File: src/prescaled_dual_timer_pwm_pkg.sv
// Constants, register map and field layouts for the prescaled dual timer with PWM
package prescaled_dual_timer_pwm_pkg;

	// Bus geometry
	localparam int          ADDR_W          = 18;
	localparam int          DATA_W          = 32;
	localparam int          IDX_LSB         = 2;

	// Register indices; byte address is four times the index
	localparam logic [15:0] IDX_LOW_MATCH   = 16'h7f28;
	localparam logic [15:0] IDX_HIGH_MATCH  = 16'h7f29;
	localparam logic [15:0] IDX_LOW_COUNT   = 16'h7f2a;
	localparam logic [15:0] IDX_HIGH_COUNT  = 16'h7f2b;
	localparam logic [15:0] IDX_CTRL_PRI    = 16'h7f2c;
	localparam logic [15:0] IDX_CTRL_SEC    = 16'h7f2d;
	localparam logic [15:0] IDX_PRESCALE    = 16'h7f2e;

	// Operating modes of the two-bit mode field
	localparam logic [1:0]  MODE_16BIT      = 2'h0;
	localparam logic [1:0]  MODE_DUAL_TMR   = 2'h1;
	localparam logic [1:0]  MODE_PWM_TMR    = 2'h2;
	localparam logic [1:0]  MODE_DUAL_PWM   = 2'h3;

	// Count clock sources
	localparam logic [1:0]  CKS_SYSTEM      = 2'h0;
	localparam logic [1:0]  CKS_EVENT       = 2'h1;
	localparam logic [1:0]  CKS_OSC_A       = 2'h2;
	localparam logic [1:0]  CKS_OSC_B       = 2'h3;

	// Byte values and bus responses
	localparam logic [7:0]  BYTE_ZERO       = 8'h00;
	localparam logic [7:0]  BYTE_FULL       = 8'hff;
	localparam logic [1:0]  RESP_OKAY       = 2'h0;
	localparam logic [1:0]  RESP_SLVERR     = 2'h2;
	localparam logic [31:0] WORD_ZERO       = 32'h0000_0000;

	// Primary control byte, bit 7 down to bit 0
	typedef struct packed {
		logic       high_byte_go;
		logic       high_match_flag;
		logic       high_irq_enable;
		logic [1:0] clock_source_sel;
		logic       low_byte_go;
		logic       low_match_flag;
		logic       low_irq_enable;
	} ctrl_primary_type;

	// Secondary control, bits 2 down to 0
	typedef struct packed {
		logic       event_pin_sel;
		logic [1:0] op_mode_field;
	} ctrl_secondary_type;

	localparam ctrl_primary_type   CTRL_PRI_RESET = 8'h00;
	localparam ctrl_secondary_type CTRL_SEC_RESET = 3'h0;

endpackage : prescaled_dual_timer_pwm_pkg

File: src/prescaled_dual_timer_pwm.sv
// Prescaled dual 8-bit / 16-bit timer with toggle and PWM outputs, AXI4-Lite slave
//
// Decided for this implementation: the AXI4-Lite register port and the address map.
`timescale 1ns/1ns
module prescaled_dual_timer_pwm #(
	parameter int ADDR_W = prescaled_dual_timer_pwm_pkg::ADDR_W
) (
	// Clock and reset
	input  wire logic              aclk,
	input  wire logic              aresetn,
	// AXI4-Lite write address and data
	input  wire logic [ADDR_W-1:0] s_axi_awaddr,
	input  wire logic              s_axi_awvalid,
	output logic                   s_axi_awready,
	input  wire logic [31:0]       s_axi_wdata,
	input  wire logic [3:0]        s_axi_wstrb,
	input  wire logic              s_axi_wvalid,
	output logic                   s_axi_wready,
	// AXI4-Lite write response
	output logic [1:0]             s_axi_bresp,
	output logic                   s_axi_bvalid,
	input  wire logic              s_axi_bready,
	// AXI4-Lite read
	input  wire logic [ADDR_W-1:0] s_axi_araddr,
	input  wire logic              s_axi_arvalid,
	output logic                   s_axi_arready,
	output logic [31:0]            s_axi_rdata,
	output logic [1:0]             s_axi_rresp,
	output logic                   s_axi_rvalid,
	input  wire logic              s_axi_rready,
	// Count sources
	input  wire logic              event_pin_a,
	input  wire logic              event_pin_b,
	input  wire logic              oscillator_a,
	input  wire logic              oscillator_b,
	// Timer outputs
	output logic                   low_wave_out,
	output logic                   high_wave_out,
	output logic                   irq_request
);

	// Register state
	prescaled_dual_timer_pwm_pkg::ctrl_primary_type   ctrl_ff;
	prescaled_dual_timer_pwm_pkg::ctrl_secondary_type ctrl_sec_ff;
	logic [7:0]        low_match_reg_ff, high_match_reg_ff, prescale_limit_ff;
	logic [7:0]        pre_cnt_ff, low_count_ff, high_count_ff, low_buf_ff, high_buf_ff;
	logic              low_wave_ff, high_wave_ff, irq_ff;
	logic [3:0]        pin_prev_ff;
	// Bus state
	logic              aw_have_ff, w_have_ff, awready_ff, wready_ff, bvalid_ff, arready_ff, rvalid_ff;
	logic [ADDR_W-1:0] awaddr_ff;
	logic [7:0]        wbyte_ff;
	logic              wlane_ff;
	logic [1:0]        bresp_ff, rresp_ff;
	logic [31:0]       rdata_ff;

	// Register index of a byte address
	function automatic logic [15:0] reg_index(input logic [ADDR_W-1:0] addr);
		reg_index = addr[prescaled_dual_timer_pwm_pkg::IDX_LSB +: 16];
	endfunction : reg_index
	// Index belongs to the register map
	function automatic logic is_mapped(input logic [15:0] idx);
		is_mapped = (idx >= prescaled_dual_timer_pwm_pkg::IDX_LOW_MATCH) &&
		            (idx <= prescaled_dual_timer_pwm_pkg::IDX_PRESCALE);
	endfunction : is_mapped

	// Mode decode
	wire logic [1:0] op_mode_field = ctrl_sec_ff.op_mode_field;
	wire logic       op_mode_bit0  = op_mode_field[0];
	wire logic [1:0] clock_source_sel = ctrl_ff.clock_source_sel;
	wire logic       mode_16bit    = (op_mode_field == prescaled_dual_timer_pwm_pkg::MODE_16BIT);
	wire logic       mode_dual     = (op_mode_field == prescaled_dual_timer_pwm_pkg::MODE_DUAL_TMR);
	wire logic       mode_pwm_tmr  = (op_mode_field == prescaled_dual_timer_pwm_pkg::MODE_PWM_TMR);
	wire logic       low_pwm       = op_mode_field[1];

	// Rising edges of the synchronous count sources
	wire logic [3:0] pin_now  = {oscillator_b, oscillator_a, event_pin_b, event_pin_a};
	wire logic [3:0] pin_rise = pin_now & ~pin_prev_ff;
	wire logic       event_rise = ctrl_sec_ff.event_pin_sel ? pin_rise[1] : pin_rise[0];

	// Prescaler run and count clock
	wire logic low_run = ctrl_ff.low_byte_go;
	wire logic high_run = op_mode_bit0 ? ctrl_ff.high_byte_go : ctrl_ff.low_byte_go;
	wire logic pre_run = ctrl_ff.low_byte_go | (op_mode_bit0 & ctrl_ff.high_byte_go);
	wire logic event_is_sys = mode_dual & ~ctrl_sec_ff.event_pin_sel;
	wire logic pre_tick =
		(clock_source_sel == prescaled_dual_timer_pwm_pkg::CKS_SYSTEM) ? 1'b1 :
		(clock_source_sel == prescaled_dual_timer_pwm_pkg::CKS_EVENT)  ? (event_is_sys | event_rise) :
		(clock_source_sel == prescaled_dual_timer_pwm_pkg::CKS_OSC_A)  ? pin_rise[2] : pin_rise[3];
	wire logic pre_match = pre_run & pre_tick & (pre_cnt_ff == prescale_limit_ff);

	// Low byte clock, match and overflow
	wire logic low_direct = mode_dual & (clock_source_sel == prescaled_dual_timer_pwm_pkg::CKS_EVENT);
	wire logic low_tick = low_run & (low_direct ? pin_rise[0] : pre_match);
	wire logic full_match = mode_16bit & low_tick &
		({high_count_ff, low_count_ff} == {high_buf_ff, low_buf_ff});
	wire logic low_byte_match = ~mode_16bit & low_tick & (low_count_ff == low_buf_ff);
	wire logic low_match = mode_16bit ? full_match : low_byte_match;
	wire logic low_ovf = low_tick & (low_count_ff == prescaled_dual_timer_pwm_pkg::BYTE_FULL) & ~full_match;
	// PWM keeps counting through the match so the period is 256 counts
	wire logic low_clear = ~low_run | (low_match & ~low_pwm);

	// High byte clock, match and overflow
	wire logic high_pwm = mode_pwm_tmr;
	wire logic high_tick = high_run & (op_mode_bit0 ? pre_match : low_ovf);
	wire logic high_match = ~mode_16bit & high_tick & (high_count_ff == high_buf_ff);
	wire logic high_ovf = high_tick & (high_count_ff == prescaled_dual_timer_pwm_pkg::BYTE_FULL);
	wire logic high_clear = ~high_run | full_match | (high_match & ~high_pwm);

	// Next counter values
	wire logic [7:0] nxt_pre_cnt = (~pre_run | pre_match) ? prescaled_dual_timer_pwm_pkg::BYTE_ZERO :
		pre_tick ? 8'(pre_cnt_ff + 8'h01) : pre_cnt_ff;
	wire logic [7:0] nxt_low_count = low_clear ? prescaled_dual_timer_pwm_pkg::BYTE_ZERO :
		low_tick ? 8'(low_count_ff + 8'h01) : low_count_ff;
	wire logic [7:0] nxt_high_count = high_clear ? prescaled_dual_timer_pwm_pkg::BYTE_ZERO :
		high_tick ? 8'(high_count_ff + 8'h01) : high_count_ff;
	// Match buffers follow when stopped, reload at count zero
	wire logic low_buf_load = ~low_run | (low_count_ff == prescaled_dual_timer_pwm_pkg::BYTE_ZERO);
	wire logic high_buf_load = ~high_run | (high_count_ff == prescaled_dual_timer_pwm_pkg::BYTE_ZERO);
	// Flag set events: count returns to zero while running, for the high flag only with high_byte_go set
	wire logic low_flag_set = low_pwm ? low_ovf : low_match;
	wire logic high_flag_set = ctrl_ff.high_byte_go & (high_pwm ? high_ovf : (high_match | full_match));

	// Output waveforms
	wire logic nxt_low_wave =
		(~low_run | mode_16bit) ? 1'b1 :
		mode_dual ? (low_wave_ff ^ low_match) :
		low_ovf ? 1'b1 : low_match ? 1'b0 : low_wave_ff;
	wire logic nxt_high_wave =
		~high_run ? 1'b1 :
		mode_16bit ? (high_wave_ff ^ full_match) :
		~high_pwm ? (high_wave_ff ^ high_match) :
		high_ovf ? 1'b1 : high_match ? 1'b0 : high_wave_ff;

	// Write decode: takes place when address and data are both held
	wire logic        do_write = aw_have_ff & w_have_ff & ~bvalid_ff;
	wire logic [15:0] w_idx = reg_index(awaddr_ff);
	wire logic        w_ok = is_mapped(w_idx);
	wire logic        w_lane = do_write & wlane_ff;
	wire logic        wr_ctrl = w_lane & (w_idx == prescaled_dual_timer_pwm_pkg::IDX_CTRL_PRI);
	wire prescaled_dual_timer_pwm_pkg::ctrl_primary_type wr_ctrl_val = wbyte_ff;
	// Flags: software clears by writing zero, a hardware set wins
	wire logic nxt_low_flag = low_flag_set |
		(ctrl_ff.low_match_flag & ~(wr_ctrl & ~wr_ctrl_val.low_match_flag));
	wire logic nxt_high_flag = high_flag_set |
		(ctrl_ff.high_match_flag & ~(wr_ctrl & ~wr_ctrl_val.high_match_flag));
	wire logic nxt_irq = (nxt_low_flag & ctrl_ff.low_irq_enable) | (nxt_high_flag & ctrl_ff.high_irq_enable);

	// Bus handshake next state
	wire logic aw_take = s_axi_awvalid & awready_ff;
	wire logic w_take = s_axi_wvalid & wready_ff;
	wire logic nxt_aw_have = (aw_have_ff & ~do_write) | aw_take;
	wire logic nxt_w_have = (w_have_ff & ~do_write) | w_take;
	wire logic nxt_bvalid = do_write | (bvalid_ff & ~s_axi_bready);
	wire logic ar_take = s_axi_arvalid & arready_ff;
	wire logic nxt_rvalid = ar_take | (rvalid_ff & ~s_axi_rready);
	wire logic [15:0] r_idx = reg_index(s_axi_araddr);
	wire logic [7:0] r_byte =
		(r_idx == prescaled_dual_timer_pwm_pkg::IDX_LOW_MATCH)  ? low_match_reg_ff :
		(r_idx == prescaled_dual_timer_pwm_pkg::IDX_HIGH_MATCH) ? high_match_reg_ff :
		(r_idx == prescaled_dual_timer_pwm_pkg::IDX_LOW_COUNT)  ? low_count_ff :
		(r_idx == prescaled_dual_timer_pwm_pkg::IDX_HIGH_COUNT) ? high_count_ff :
		(r_idx == prescaled_dual_timer_pwm_pkg::IDX_CTRL_PRI)   ? ctrl_ff :
		(r_idx == prescaled_dual_timer_pwm_pkg::IDX_CTRL_SEC)   ? {5'h00, ctrl_sec_ff} :
		(r_idx == prescaled_dual_timer_pwm_pkg::IDX_PRESCALE)   ? prescale_limit_ff :
		prescaled_dual_timer_pwm_pkg::BYTE_ZERO;

	// Bus channel flops
	always_ff @(posedge aclk) begin
		if (!aresetn) begin
			aw_have_ff <= 1'b0;
			w_have_ff  <= 1'b0;
			awready_ff <= 1'b0;
			wready_ff  <= 1'b0;
			bvalid_ff  <= 1'b0;
			bresp_ff   <= prescaled_dual_timer_pwm_pkg::RESP_OKAY;
			arready_ff <= 1'b0;
			rvalid_ff  <= 1'b0;
			rresp_ff   <= prescaled_dual_timer_pwm_pkg::RESP_OKAY;
			rdata_ff   <= prescaled_dual_timer_pwm_pkg::WORD_ZERO;
			awaddr_ff  <= '0;
			wbyte_ff   <= prescaled_dual_timer_pwm_pkg::BYTE_ZERO;
			wlane_ff   <= 1'b0;
		end else begin
			aw_have_ff <= nxt_aw_have;
			w_have_ff  <= nxt_w_have;
			awready_ff <= ~nxt_aw_have & ~nxt_bvalid;
			wready_ff  <= ~nxt_w_have & ~nxt_bvalid;
			bvalid_ff  <= nxt_bvalid;
			arready_ff <= ~nxt_rvalid;
			rvalid_ff  <= nxt_rvalid;
			if (aw_take) begin
				awaddr_ff <= s_axi_awaddr;
			end
			if (w_take) begin
				wbyte_ff <= s_axi_wdata[7:0];
				wlane_ff <= s_axi_wstrb[0];
			end
			if (do_write) begin
				bresp_ff <= w_ok ? prescaled_dual_timer_pwm_pkg::RESP_OKAY : prescaled_dual_timer_pwm_pkg::RESP_SLVERR;
			end
			if (ar_take) begin
				rdata_ff <= {24'h000000, r_byte};
				rresp_ff <= is_mapped(r_idx) ? prescaled_dual_timer_pwm_pkg::RESP_OKAY :
				            prescaled_dual_timer_pwm_pkg::RESP_SLVERR;
			end
		end
	end

	// Software-written registers
	always_ff @(posedge aclk) begin
		if (!aresetn) begin
			ctrl_ff           <= prescaled_dual_timer_pwm_pkg::CTRL_PRI_RESET;
			ctrl_sec_ff       <= prescaled_dual_timer_pwm_pkg::CTRL_SEC_RESET;
			low_match_reg_ff  <= prescaled_dual_timer_pwm_pkg::BYTE_ZERO;
			high_match_reg_ff <= prescaled_dual_timer_pwm_pkg::BYTE_ZERO;
			prescale_limit_ff <= prescaled_dual_timer_pwm_pkg::BYTE_ZERO;
		end else begin
			if (wr_ctrl) begin
				ctrl_ff <= wr_ctrl_val;
			end
			ctrl_ff.low_match_flag  <= nxt_low_flag;
			ctrl_ff.high_match_flag <= nxt_high_flag;
			if (w_lane && w_idx == prescaled_dual_timer_pwm_pkg::IDX_CTRL_SEC) begin
				ctrl_sec_ff <= wbyte_ff[2:0];
			end
			if (w_lane && w_idx == prescaled_dual_timer_pwm_pkg::IDX_LOW_MATCH) begin
				low_match_reg_ff <= wbyte_ff;
			end
			if (w_lane && w_idx == prescaled_dual_timer_pwm_pkg::IDX_HIGH_MATCH) begin
				high_match_reg_ff <= wbyte_ff;
			end
			if (w_lane && w_idx == prescaled_dual_timer_pwm_pkg::IDX_PRESCALE) begin
				prescale_limit_ff <= wbyte_ff;
			end
		end
	end

	// Counters, buffers and outputs
	always_ff @(posedge aclk) begin
		if (!aresetn) begin
			pre_cnt_ff    <= prescaled_dual_timer_pwm_pkg::BYTE_ZERO;
			low_count_ff  <= prescaled_dual_timer_pwm_pkg::BYTE_ZERO;
			high_count_ff <= prescaled_dual_timer_pwm_pkg::BYTE_ZERO;
			low_buf_ff    <= prescaled_dual_timer_pwm_pkg::BYTE_ZERO;
			high_buf_ff   <= prescaled_dual_timer_pwm_pkg::BYTE_ZERO;
			low_wave_ff   <= 1'b1;
			high_wave_ff  <= 1'b1;
			irq_ff        <= 1'b0;
			pin_prev_ff   <= 4'h0;
		end else begin
			pre_cnt_ff    <= nxt_pre_cnt;
			low_count_ff  <= nxt_low_count;
			high_count_ff <= nxt_high_count;
			if (low_buf_load) begin
				low_buf_ff <= low_match_reg_ff;
			end
			if (high_buf_load) begin
				high_buf_ff <= high_match_reg_ff;
			end
			low_wave_ff   <= nxt_low_wave;
			high_wave_ff  <= nxt_high_wave;
			irq_ff        <= nxt_irq;
			pin_prev_ff   <= pin_now;
		end
	end

	// Port drive
	assign s_axi_awready = awready_ff;
	assign s_axi_wready  = wready_ff;
	assign s_axi_bvalid  = bvalid_ff;
	assign s_axi_bresp   = bresp_ff;
	assign s_axi_arready = arready_ff;
	assign s_axi_rvalid  = rvalid_ff;
	assign s_axi_rdata   = rdata_ff;
	assign s_axi_rresp   = rresp_ff;
	assign low_wave_out  = low_wave_ff;
	assign high_wave_out = high_wave_ff;
	assign irq_request   = irq_ff;

	// Checks on counter, output, flag and write response behaviour
	property p_pre_stop;
		@(posedge aclk) disable iff (!aresetn)
		(!ctrl_ff.low_byte_go && !(op_mode_bit0 && ctrl_ff.high_byte_go)) |=> (pre_cnt_ff == 8'h00);
	endproperty
	a_pre_stop: assert property (p_pre_stop) else $error("prescaler not cleared while stopped");
	property p_pre_match;
		@(posedge aclk) disable iff (!aresetn)
		pre_match |-> (pre_cnt_ff == prescale_limit_ff) ##1 (pre_cnt_ff == 8'h00);
	endproperty
	a_pre_match: assert property (p_pre_match) else $error("prescaler match wrong");
	property p_low_stop_out;
		@(posedge aclk) disable iff (!aresetn)
		(!ctrl_ff.low_byte_go || mode_16bit) |=> low_wave_out;
	endproperty
	a_low_stop_out: assert property (p_low_stop_out) else $error("low output not high");
	property p_low_toggle;
		@(posedge aclk) disable iff (!aresetn)
		(mode_dual && low_run && low_match) |=> (low_wave_out != $past(low_wave_out));
	endproperty
	a_low_toggle: assert property (p_low_toggle) else $error("low output did not toggle");
	property p_low_pwm_set;
		@(posedge aclk) disable iff (!aresetn)
		(low_pwm && low_run && low_ovf) |=> low_wave_out;
	endproperty
	a_low_pwm_set: assert property (p_low_pwm_set) else $error("low PWM not set on overflow");
	property p_low_buf_follow;
		@(posedge aclk) disable iff (!aresetn)
		!ctrl_ff.low_byte_go |=> (low_buf_ff == $past(low_match_reg_ff));
	endproperty
	a_low_buf_follow: assert property (p_low_buf_follow) else $error("low buffer not following");
	property p_high_stop;
		@(posedge aclk) disable iff (!aresetn)
		(!op_mode_bit0 && !ctrl_ff.low_byte_go) |=> (high_count_ff == 8'h00) && high_wave_out;
	endproperty
	a_high_stop: assert property (p_high_stop) else $error("high counter not stopped");
	property p_full_clear;
		@(posedge aclk) disable iff (!aresetn)
		full_match |=> (low_count_ff == 8'h00) && (high_count_ff == 8'h00);
	endproperty
	a_full_clear: assert property (p_full_clear) else $error("16-bit pair not cleared");
	property p_high_pwm_clr;
		@(posedge aclk) disable iff (!aresetn)
		(high_pwm && high_run && high_match && !high_ovf) |=> !high_wave_out;
	endproperty
	a_high_pwm_clr: assert property (p_high_pwm_clr) else $error("high PWM not cleared on match");
	property p_low_flag_rise;
		@(posedge aclk) disable iff (!aresetn)
		$rose(ctrl_ff.low_match_flag) |-> $past(low_flag_set);
	endproperty
	a_low_flag_rise: assert property (p_low_flag_rise) else $error("low flag set without event");
	property p_bresp_hold;
		@(posedge aclk) disable iff (!aresetn)
		(s_axi_bvalid && !s_axi_bready) |=> s_axi_bvalid && $stable(s_axi_bresp);
	endproperty
	a_bresp_hold: assert property (p_bresp_hold) else $error("write response dropped");

	// Main scenarios
	c_low_toggle: cover property (@(posedge aclk) disable iff (!aresetn) mode_dual && low_match);
	c_full_match: cover property (@(posedge aclk) disable iff (!aresetn) full_match);
	c_low_pwm: cover property (@(posedge aclk) disable iff (!aresetn) low_pwm && low_ovf ##[1:600] low_match);
	c_high_flag: cover property (@(posedge aclk) disable iff (!aresetn) $rose(ctrl_ff.high_match_flag));

endmodule : prescaled_dual_timer_pwm

File: config.mk
export PLATFORM = sky130hd
export DESIGN_NAME = prescaled_dual_timer_pwm
export DESIGN_NICKNAME = d
export VERILOG_FILES = /design/src/prescaled_dual_timer_pwm_pkg.sv /design/src/prescaled_dual_timer_pwm.sv
export SDC_FILE = /design/constraint.sdc
export NUM_CORES = 1
export LEC_CHECK = 0
export ABC_AREA = 1
export BUFFER_PORTS_ARGS = -buffer_cell sky130_fd_sc_hd__buf_2
export CAP_MARGIN = 20
export CORE_MARGIN = 4
export CORE_UTILIZATION = 50
export CTS_CLUSTER_DIAMETER = 40
export DETAILED_ROUTE_END_ITERATION = 12
export HOLD_SLACK_MARGIN = 0.03
export PLACE_DENSITY = 0.77
export RECOVER_POWER = 25
export SYNTH_ARGS = -nofsm -noshare
export SYNTH_HDL_FRONTEND = slang
export SYNTH_SLANG_ARGS = --single-unit
File: constraint.sdc
create_clock -name aclk -period 2.04 [get_ports aclk]
set_input_delay 0.612 -clock aclk [delete_from_list [all_inputs] [get_ports aclk]]
set_output_delay 0.612 -clock aclk [all_outputs]
set_load 0.02 [all_outputs]
; Yosys cells after proc, flatten, opt, wreduce, memory -nomap -nowiden
; Index checks and enable logic that the tools add are counted.
[classes]
n_addsub = 3
magnitude_cmp = 4
n_eq_ne = 23
muxes = 26
n_bitwise = 81
reduce_logical = 16
[ops]
columns = operator, count
row1 = "equality test 16 x 15 -> 1 bit, second input constant", 12
row2 = two-way mux 8 bit, 7
row3 = AND 1 bit, 38
row4 = "greater-or-equal comparator 16 x 15 -> 1 bit, second input constant", 2
row5 = "less-or-equal comparator 16 x 15 -> 1 bit, second input constant", 2
row6 = "adder 8 x 1 -> 8 bit, second input constant", 3
row7 = equality test 8 bit, 3
row8 = inverter 1 bit, 21
row9 = two-way mux 1 bit, 17
row10 = OR 1 bit, 17
row11 = equality test 16 bit, 1
row12 = "equality test 8 bit, second input constant", 2
row13 = zero test 8 bit, 2
row14 = OR reduction 2 bit, 4
row15 = logical AND 1 bit, 6
row16 = AND 4 bit, 1
row17 = "equality test 2 x 1 -> 1 bit, second input constant", 2
row18 = "equality test 2 bit, second input constant", 2
row19 = zero test 2 bit, 2
row20 = two-way mux 2 bit, 2
row21 = "!= test 4 x 2 -> 1 bit, second input constant", 1
row22 = inverter 4 bit, 1
row23 = nonzero test 3 bit, 1
row24 = XOR 1 bit, 3
row25 = AND reduction 2 bit, 1
[totals]
regBits = 128
in_bits = 83
out_inout_bits = 44
elab_cells = 187

; Depth between registers and ports, before layout
[depth]
ltp_word = 24
ltp_mapped = 19
mapped_depth_nobuf = 19

; Least setup slack after synthesis
; No wires, ideal clock.
[synth_path]
path_type = input port to flip-flop
from = in event_pin_b
to = reg high_count_ff[7]
setup_time_ns = 0.127
arrival_ns = 2.065
required_ns = 1.913
slack_ns = -0.152
cell_stages = 17
n_path_buf = 0
cell_sequence = nand2_1 -> nor2_1 -> nor2_2 -> nand2_8 -> nand2_8 -> nor2_4 -> nand2_4 -> nand2_2 -> nand4_4 -> nor2_4 -> nand2_2 -> o31ai_2 -> nand2_4 -> nor3_4 -> nand2_1 -> nor2_1 -> nor3_2
[synth_between]
elab_chain_len = 20
elab_cells_between_ends = 22
classes_between = 5 x mux / 16 x bitwise / 1 x reduce/logical
[synth_rtl]
columns = item, line
row1 = from (decl), prescaled_dual_timer_pwm.sv:33  ; input wire logic event_pin_b,
row2 = AND 4 bit *, prescaled_dual_timer_pwm.sv:78  ; wire logic [3:0] pin_rise = pin_now & ~pin_prev_ff;
row3 = two-way mux 1 bit *, prescaled_dual_timer_pwm.sv:79  ; wire logic event_rise = ctrl_sec_ff.event_pin_sel ? pin_rise[1] : pin_rise[0];
row4 = OR 1 bit *, prescaled_dual_timer_pwm.sv:88  ; (clock_source_sel == prescaled_dual_timer_pwm_pkg::CKS_EVENT) ? (event_is_sys | event_rise) :
row5 = two-way mux 1 bit *, prescaled_dual_timer_pwm.sv:88
row6 = two-way mux 1 bit *, prescaled_dual_timer_pwm.sv:87  ; (clock_source_sel == prescaled_dual_timer_pwm_pkg::CKS_SYSTEM) ? 1'b1 :
row7 = AND 1 bit * (2 in a row), prescaled_dual_timer_pwm.sv:90  ; wire logic pre_match = pre_run & pre_tick & (pre_cnt_ff == prescale_limit_ff);
row8 = two-way mux 1 bit, prescaled_dual_timer_pwm.sv:94  ; wire logic low_tick = low_run & (low_direct ? pin_rise[0] : pre_match);
row9 = AND 1 bit, prescaled_dual_timer_pwm.sv:94
row10 = AND 1 bit (2 in a row), prescaled_dual_timer_pwm.sv:95  ; wire logic full_match = mode_16bit & low_tick &
row11 = inverter 1 bit, prescaled_dual_timer_pwm.sv:99  ; wire logic low_ovf = low_tick & (low_count_ff == prescaled_dual_timer_pwm_pkg::BYTE_FULL) & ~full_match;
row12 = AND 1 bit, prescaled_dual_timer_pwm.sv:99
row13 = two-way mux 1 bit, prescaled_dual_timer_pwm.sv:105  ; wire logic high_tick = high_run & (op_mode_bit0 ? pre_match : low_ovf);
row14 = AND 1 bit, prescaled_dual_timer_pwm.sv:105
row15 = AND 1 bit (2 in a row), prescaled_dual_timer_pwm.sv:106  ; wire logic high_match = ~mode_16bit & high_tick & (high_count_ff == high_buf_ff);
row16 = AND 1 bit, prescaled_dual_timer_pwm.sv:108  ; wire logic high_clear = ~high_run | full_match | (high_match & ~high_pwm);
row17 = OR 1 bit, prescaled_dual_timer_pwm.sv:108
row18 = OR reduction 2 bit (no source line), -
row19 = to (signal assigned), prescaled_dual_timer_pwm.sv:244  ; high_count_ff <= prescaled_dual_timer_pwm_pkg::BYTE_ZERO;
row20 = to (signal assigned), prescaled_dual_timer_pwm.sv:254  ; high_count_ff <= nxt_high_count;
row21 = to (decl), prescaled_dual_timer_pwm.sv:46  ; logic [7:0] pre_cnt_ff, low_count_ff, high_count_ff, low_buf_ff, high_buf_ff;
; Mark *: on every way between the ends. The rest lies on a longest branch, timed or not.
; A chain may end at the register's enable or synchronous reset.

; Worst setup path in the final report
[layout_path]
from = reg prescale_limit_ff[4]
to = reg low_count_ff[7]
[layout_between]
elab_chain_len = 10
elab_cells_between_ends = 12
classes_between = 1 x eq/ne / 2 x mux / 8 x bitwise / 1 x reduce/logical
[layout_rtl]
columns = item, line
row1 = from (decl), prescaled_dual_timer_pwm.sv:45  ; logic [7:0] low_match_reg_ff, high_match_reg_ff, prescale_limit_ff;
row2 = from (signal assigned), prescaled_dual_timer_pwm.sv:217  ; prescale_limit_ff <= prescaled_dual_timer_pwm_pkg::BYTE_ZERO;
row3 = from (signal assigned), prescaled_dual_timer_pwm.sv:234  ; prescale_limit_ff <= wbyte_ff;
row4 = equality test 8 bit *, prescaled_dual_timer_pwm.sv:90
row5 = AND 1 bit *, prescaled_dual_timer_pwm.sv:90
row6 = two-way mux 1 bit *, prescaled_dual_timer_pwm.sv:94
row7 = AND 1 bit *, prescaled_dual_timer_pwm.sv:94
row8 = "AND 1 bit, on equally long branches (2 in a row)", "prescaled_dual_timer_pwm.sv:97, prescaled_dual_timer_pwm.sv:95"
row9 = two-way mux 1 bit, prescaled_dual_timer_pwm.sv:98  ; wire logic low_match = mode_16bit ? full_match : low_byte_match;
row10 = AND 1 bit, prescaled_dual_timer_pwm.sv:101  ; wire logic low_clear = ~low_run | (low_match & ~low_pwm);
row11 = OR 1 bit, prescaled_dual_timer_pwm.sv:101
row12 = OR reduction 2 bit (no source line), -
row13 = to (signal assigned), prescaled_dual_timer_pwm.sv:243  ; low_count_ff <= prescaled_dual_timer_pwm_pkg::BYTE_ZERO;
row14 = to (signal assigned), prescaled_dual_timer_pwm.sv:253  ; low_count_ff <= nxt_low_count;
row15 = to (decl), prescaled_dual_timer_pwm.sv:46
; Marks and branches as above.

==> results by group <==
STA
  – Maximum clock frequency: 468.0 MHz
  – Count of endpoints failing setup in the final report: 14
  – Clock tree skew after final layout: 5.814 ps
  – Number of max-slew violations in the final report: 0
  – Final setup slack of the worst path: -96.80 ps
  – Number of endpoints with negative hold slack in the final report: 0
  – Slew @ Worst Pin: 722.1 ps
  – RSZ-0062 raised after global routing: yes
  – Shortest clock period the worst path allows after layout: 2137 ps
  – Headroom to the max-slew limit: 51.86%
  – Final Cycle Share: 104.7%

Critical path
  – Arrival @ worst endpoint: 2490 ps
  – Crit start category: flop
  – Maximum fanout encountered on the critical timing path: 4
  – WS Path Type: flop to flop
  – Type of element capturing the critical path: flop
  – Required time worst endpoint: 2390 ps

Layout
  – Diodes inserted: 0
  – Ratio of cells with drive above 1 in the final layout: 31.69%
  – Multi-input combinational cell area: 3341 um^2
  – Most common library cell in the layout ignoring fill and taps: sky130_fd_sc_hd__nand2_1
  – Number of nets at the end of the flow: 1132
  – Commonest cells after routing, fill and taps aside: sky130_fd_sc_hd__nand2_1, sky130_fd_sc_hd__buf_4, sky130_fd_sc_hd__dfxtp_1
  – Post-route core utilization: 69.23%
  – Footprint of the flip-flops and latches: 2509 um^2
  – Post-route design area: 8384 um^2
  – Layout filler cell count: 974
  – Syn-to-layout area delta: 34.15%

Floorplan
  – Core area: 12110 um^2
  – Die Wd: 119.8 um
  – Die outline height: 119.8 um
  – Starting density of the core: 51.60%
  – Die outline area: 14350 um^2
  – Number of placement rows: 40
  – Number of placed I/O pins: 127

Synth
  – Share of the synthesized area in the top cell type: 39.72%
  – Synth Instances: 848
  – Total of warnings raised by yosys: 0
  – Mean instance size in the synthesized netlist: 7.370 um^2
  – Number of distinct standard cells referenced by the synthesized netlist: 53
  – Ranking of synthesized cells by area: sky130_fd_sc_hd__dfxtp_1, sky130_fd_sc_hd__nand2_1, sky130_fd_sc_hd__o21ai_0
  – Predominant post-synthesis flop cell: sky130_fd_sc_hd__dfxtp_1
  – Cell type with the highest aggregate area in the netlist: sky130_fd_sc_hd__dfxtp_1
  – Sequential-to-total area share from yosys stat: 39.72%
  – Combined area of all synthesized cells: 6250 um^2
  – Flip-flop and latch count after synthesis: 124
  – EDFF count, synth: 0
  – FFs w/ async S/R, synth: 0%

Power and ir drop
  – Worst ir drop on vdd: 0.0005513 V
  – Lkg Pwr: 3.630 nW
  – Areal power density over the cells: 675.1 nW/um^2

Min path
  – Hold/Removal Path Class: input port to flop

Run
  – Number of max-capacitance violations reported: 0

Place
  – Detail Placement HPWL: 13140 um
  – Routability cong.: 0.9300
  – Number of port buffers: 69
  – Placed cell area: 7492 um^2

Clock tree
  – Number of buffers created by CTS: 17
  – Insertion delay of the later-clocked pin in the worst-skew pair: 420 ps
  – Clock net sink count: 124
  – Level count of the clock H-tree: 4
  – Number of buffers inserted for hold repair after clock tree synthesis: 0
  – TritonCTS clock tree: done
  – CTS root buffer: sky130_fd_sc_hd__clkbuf_16
  – Post-CTS clock slew at the launch and capture registers of the worst setup and hold paths: 50 ps
  – Maximum buffer depth of the clock tree: 2

Global routing
  – Remaining global-route overflow: 0
  – Initial antenna violation count: 0
  – Global Route Usage Sum: 25.18%
  – Largest net degree at the start of global routing: 23
  – Via count of the first global-routing pass: 6303
  – First-pass GRT wire length: 29140 um

Drt
  – Total detailed-routing wirelength: 18120 um
  – Drt first pass iters: 5
  – Number of DRC violations after detailed routing: 0
  – Number of antenna-violating nets in the routed design: 0
  – Average routed wire per standard cell: 14.79 um
  – Vias after detailed routing: 6439
  – Iteration-0 DRC count of the detailed router: 443
  – Ratio of routed vias to standard cells: 5.256

Status
  – Failing checks: negative setup slack
  – Outcome: finished with violations
-- per-stage QoR --
step	instances	TNS [ps]	worst slack (ps)	total power [mW]	hold WS, ps
CTS	1217	-6.727	-6.727	5.675	381.8
floorplan	873	-900.1	-147.2	2.804	439.1
finish	1225	-470.7	-96.80	5.660	397.3
global placement	1173	-5728	-285.5	2.913	448.8
global route	1225	-3608	-252.0	5.827	394.2
detailed placement	1173	-7173	-375.6	2.922	454.5
-- worst paths after layout --
path | startpoint | endpoint | slack [ps] | cells after the start
max | prescale_limit_ff[4] | low_count_ff[7] | -100 | 15
min | oscillator_b | pin_prev_ff[3] | 400 | 3
max reg2reg | prescale_limit_ff[4] | low_count_ff[7] | -100 | 15
min reg2reg | s_axi_rdata[7] | s_axi_rdata[7] | 460 | 2
-- kinds of logic (layout without fill, tap and decap cells) --
| family | count (synthesis) | after routing | synth area share, % |
|---|---|---|---|
| buf+inv | 158 | 342 | 11.37 |
| xor+xnor | 18 | 18 | 2.523 |
| flops | 124 | 124 | 39.72 |
| simple gates | 336 | 336 | 27.03 |
| fa+ha+maj | 5 | 5 | 1.001 |
| compound gates | 206 | 206 | 18.30 |
| other cells | 1 | 26 | 0.06000 |
-- cell type report --
type / instances / share of cell area, %
Clock buffer: 22 / 5.417
Clock inverter: 10 / 1.119
Inverter: 106 / 4.820
Multi-Input combinational cell: 591 / 39.84
Sequential cell: 124 / 29.92
Tap cell: 168 / 2.507
Timing Repair Buffer: 204 / 16.37
-- what timing repair did --
action	4_1_cts	5_1_grt
hold endpoints to repair	0	0
gates resized for setup	35	39
endpoints found under the setup margin	18	34
pin swaps	14	11
buffers inserted	12	8
-- routing by layer --
metal / vias up / global-route usage [%] / wire length [um] / share of wire (%)
met1: 2939 / 29.71 / 7294 / 40
li1: 3155 / - / - / -
met5: - / 0 / 0 / 0
met3: 66 / 5.042 / 1270 / 7.0
met2: 279 / 43.01 / 8688 / 48
met4: 0 / 13.53 / 865 / 4.8
-- report_power, final --
group | switching (mW) | leakage [nW] | internal (mW)
Combinational | 0.242 | 2.35 | 0.123
Clock | 1.09 | 0.260 | 1.70
Sequential | 0.0305 | 1.02 | 2.48
-- sequential cells by signal (all words and copies together) (netlist names), 4 cells and up --
| register | count |
|---|---|
| awaddr_ff | 16 |
| high_buf_ff | 8 |
| high_count_ff | 8 |
| high_match_reg_ff | 8 |
| low_buf_ff | 8 |
| low_count_ff | 8 |
| low_match_reg_ff | 8 |
| pre_cnt_ff | 8 |
| prescale_limit_ff | 8 |
| s_axi_rdata | 8 |
| wbyte_ff | 8 |
| ctrl_ff | 5 |
| pin_prev_ff | 4 |
-- cells in the mapped netlist (3+ instances only) --
master and instances:
sky130_fd_sc_hd__ha_1 5, sky130_fd_sc_hd__nand2_1 130, sky130_fd_sc_hd__nand2_2 3, sky130_fd_sc_hd__nor3b_1 4, sky130_fd_sc_hd__a21oi_1 86, sky130_fd_sc_hd__o2111ai_1 7, sky130_fd_sc_hd__nor3_2 3, sky130_fd_sc_hd__xor2_1 7
sky130_fd_sc_hd__nor3_1 20, sky130_fd_sc_hd__dfxtp_1 124, sky130_fd_sc_hd__nor2_2 5, sky130_fd_sc_hd__buf_4 26, sky130_fd_sc_hd__o211ai_1 4, sky130_fd_sc_hd__a21oi_2 3, sky130_fd_sc_hd__nor3_4 3, sky130_fd_sc_hd__nor4_1 5
sky130_fd_sc_hd__inv_1 95, sky130_fd_sc_hd__nand3_1 27, sky130_fd_sc_hd__o22ai_1 3, sky130_fd_sc_hd__xnor2_1 11, sky130_fd_sc_hd__nand3_2 5, sky130_fd_sc_hd__nand4_1 18, sky130_fd_sc_hd__buf_2 9, sky130_fd_sc_hd__o21ai_0 88
sky130_fd_sc_hd__inv_2 9, sky130_fd_sc_hd__nand2_4 7, sky130_fd_sc_hd__nor2_1 90, sky130_fd_sc_hd__nor2_4 6, sky130_fd_sc_hd__clkbuf_1 15, sky130_fd_sc_hd__o221ai_1 3, sky130_fd_sc_hd__o21ai_1 4
-- worst max-delay path, cell delays in order (launching register included) --
cell                       delay, ps
sky130_fd_sc_hd__dfxtp_2         350
sky130_fd_sc_hd__inv_2            40
sky130_fd_sc_hd__nand2_1          50
sky130_fd_sc_hd__nand2_1          50
sky130_fd_sc_hd__nor2_2          140
sky130_fd_sc_hd__nand2_1          90
sky130_fd_sc_hd__nor2_2          160
sky130_fd_sc_hd__nand2_4         100
sky130_fd_sc_hd__a21boi_4        210
sky130_fd_sc_hd__nand2_4         120
sky130_fd_sc_hd__nor2_4          130
sky130_fd_sc_hd__nand3_4          90
sky130_fd_sc_hd__nor2_4          100
sky130_fd_sc_hd__nand3_2          70
sky130_fd_sc_hd__or2_0           220
sky130_fd_sc_hd__a21oi_2         130
No activity file was read; power rests on OpenSTA's default activity.
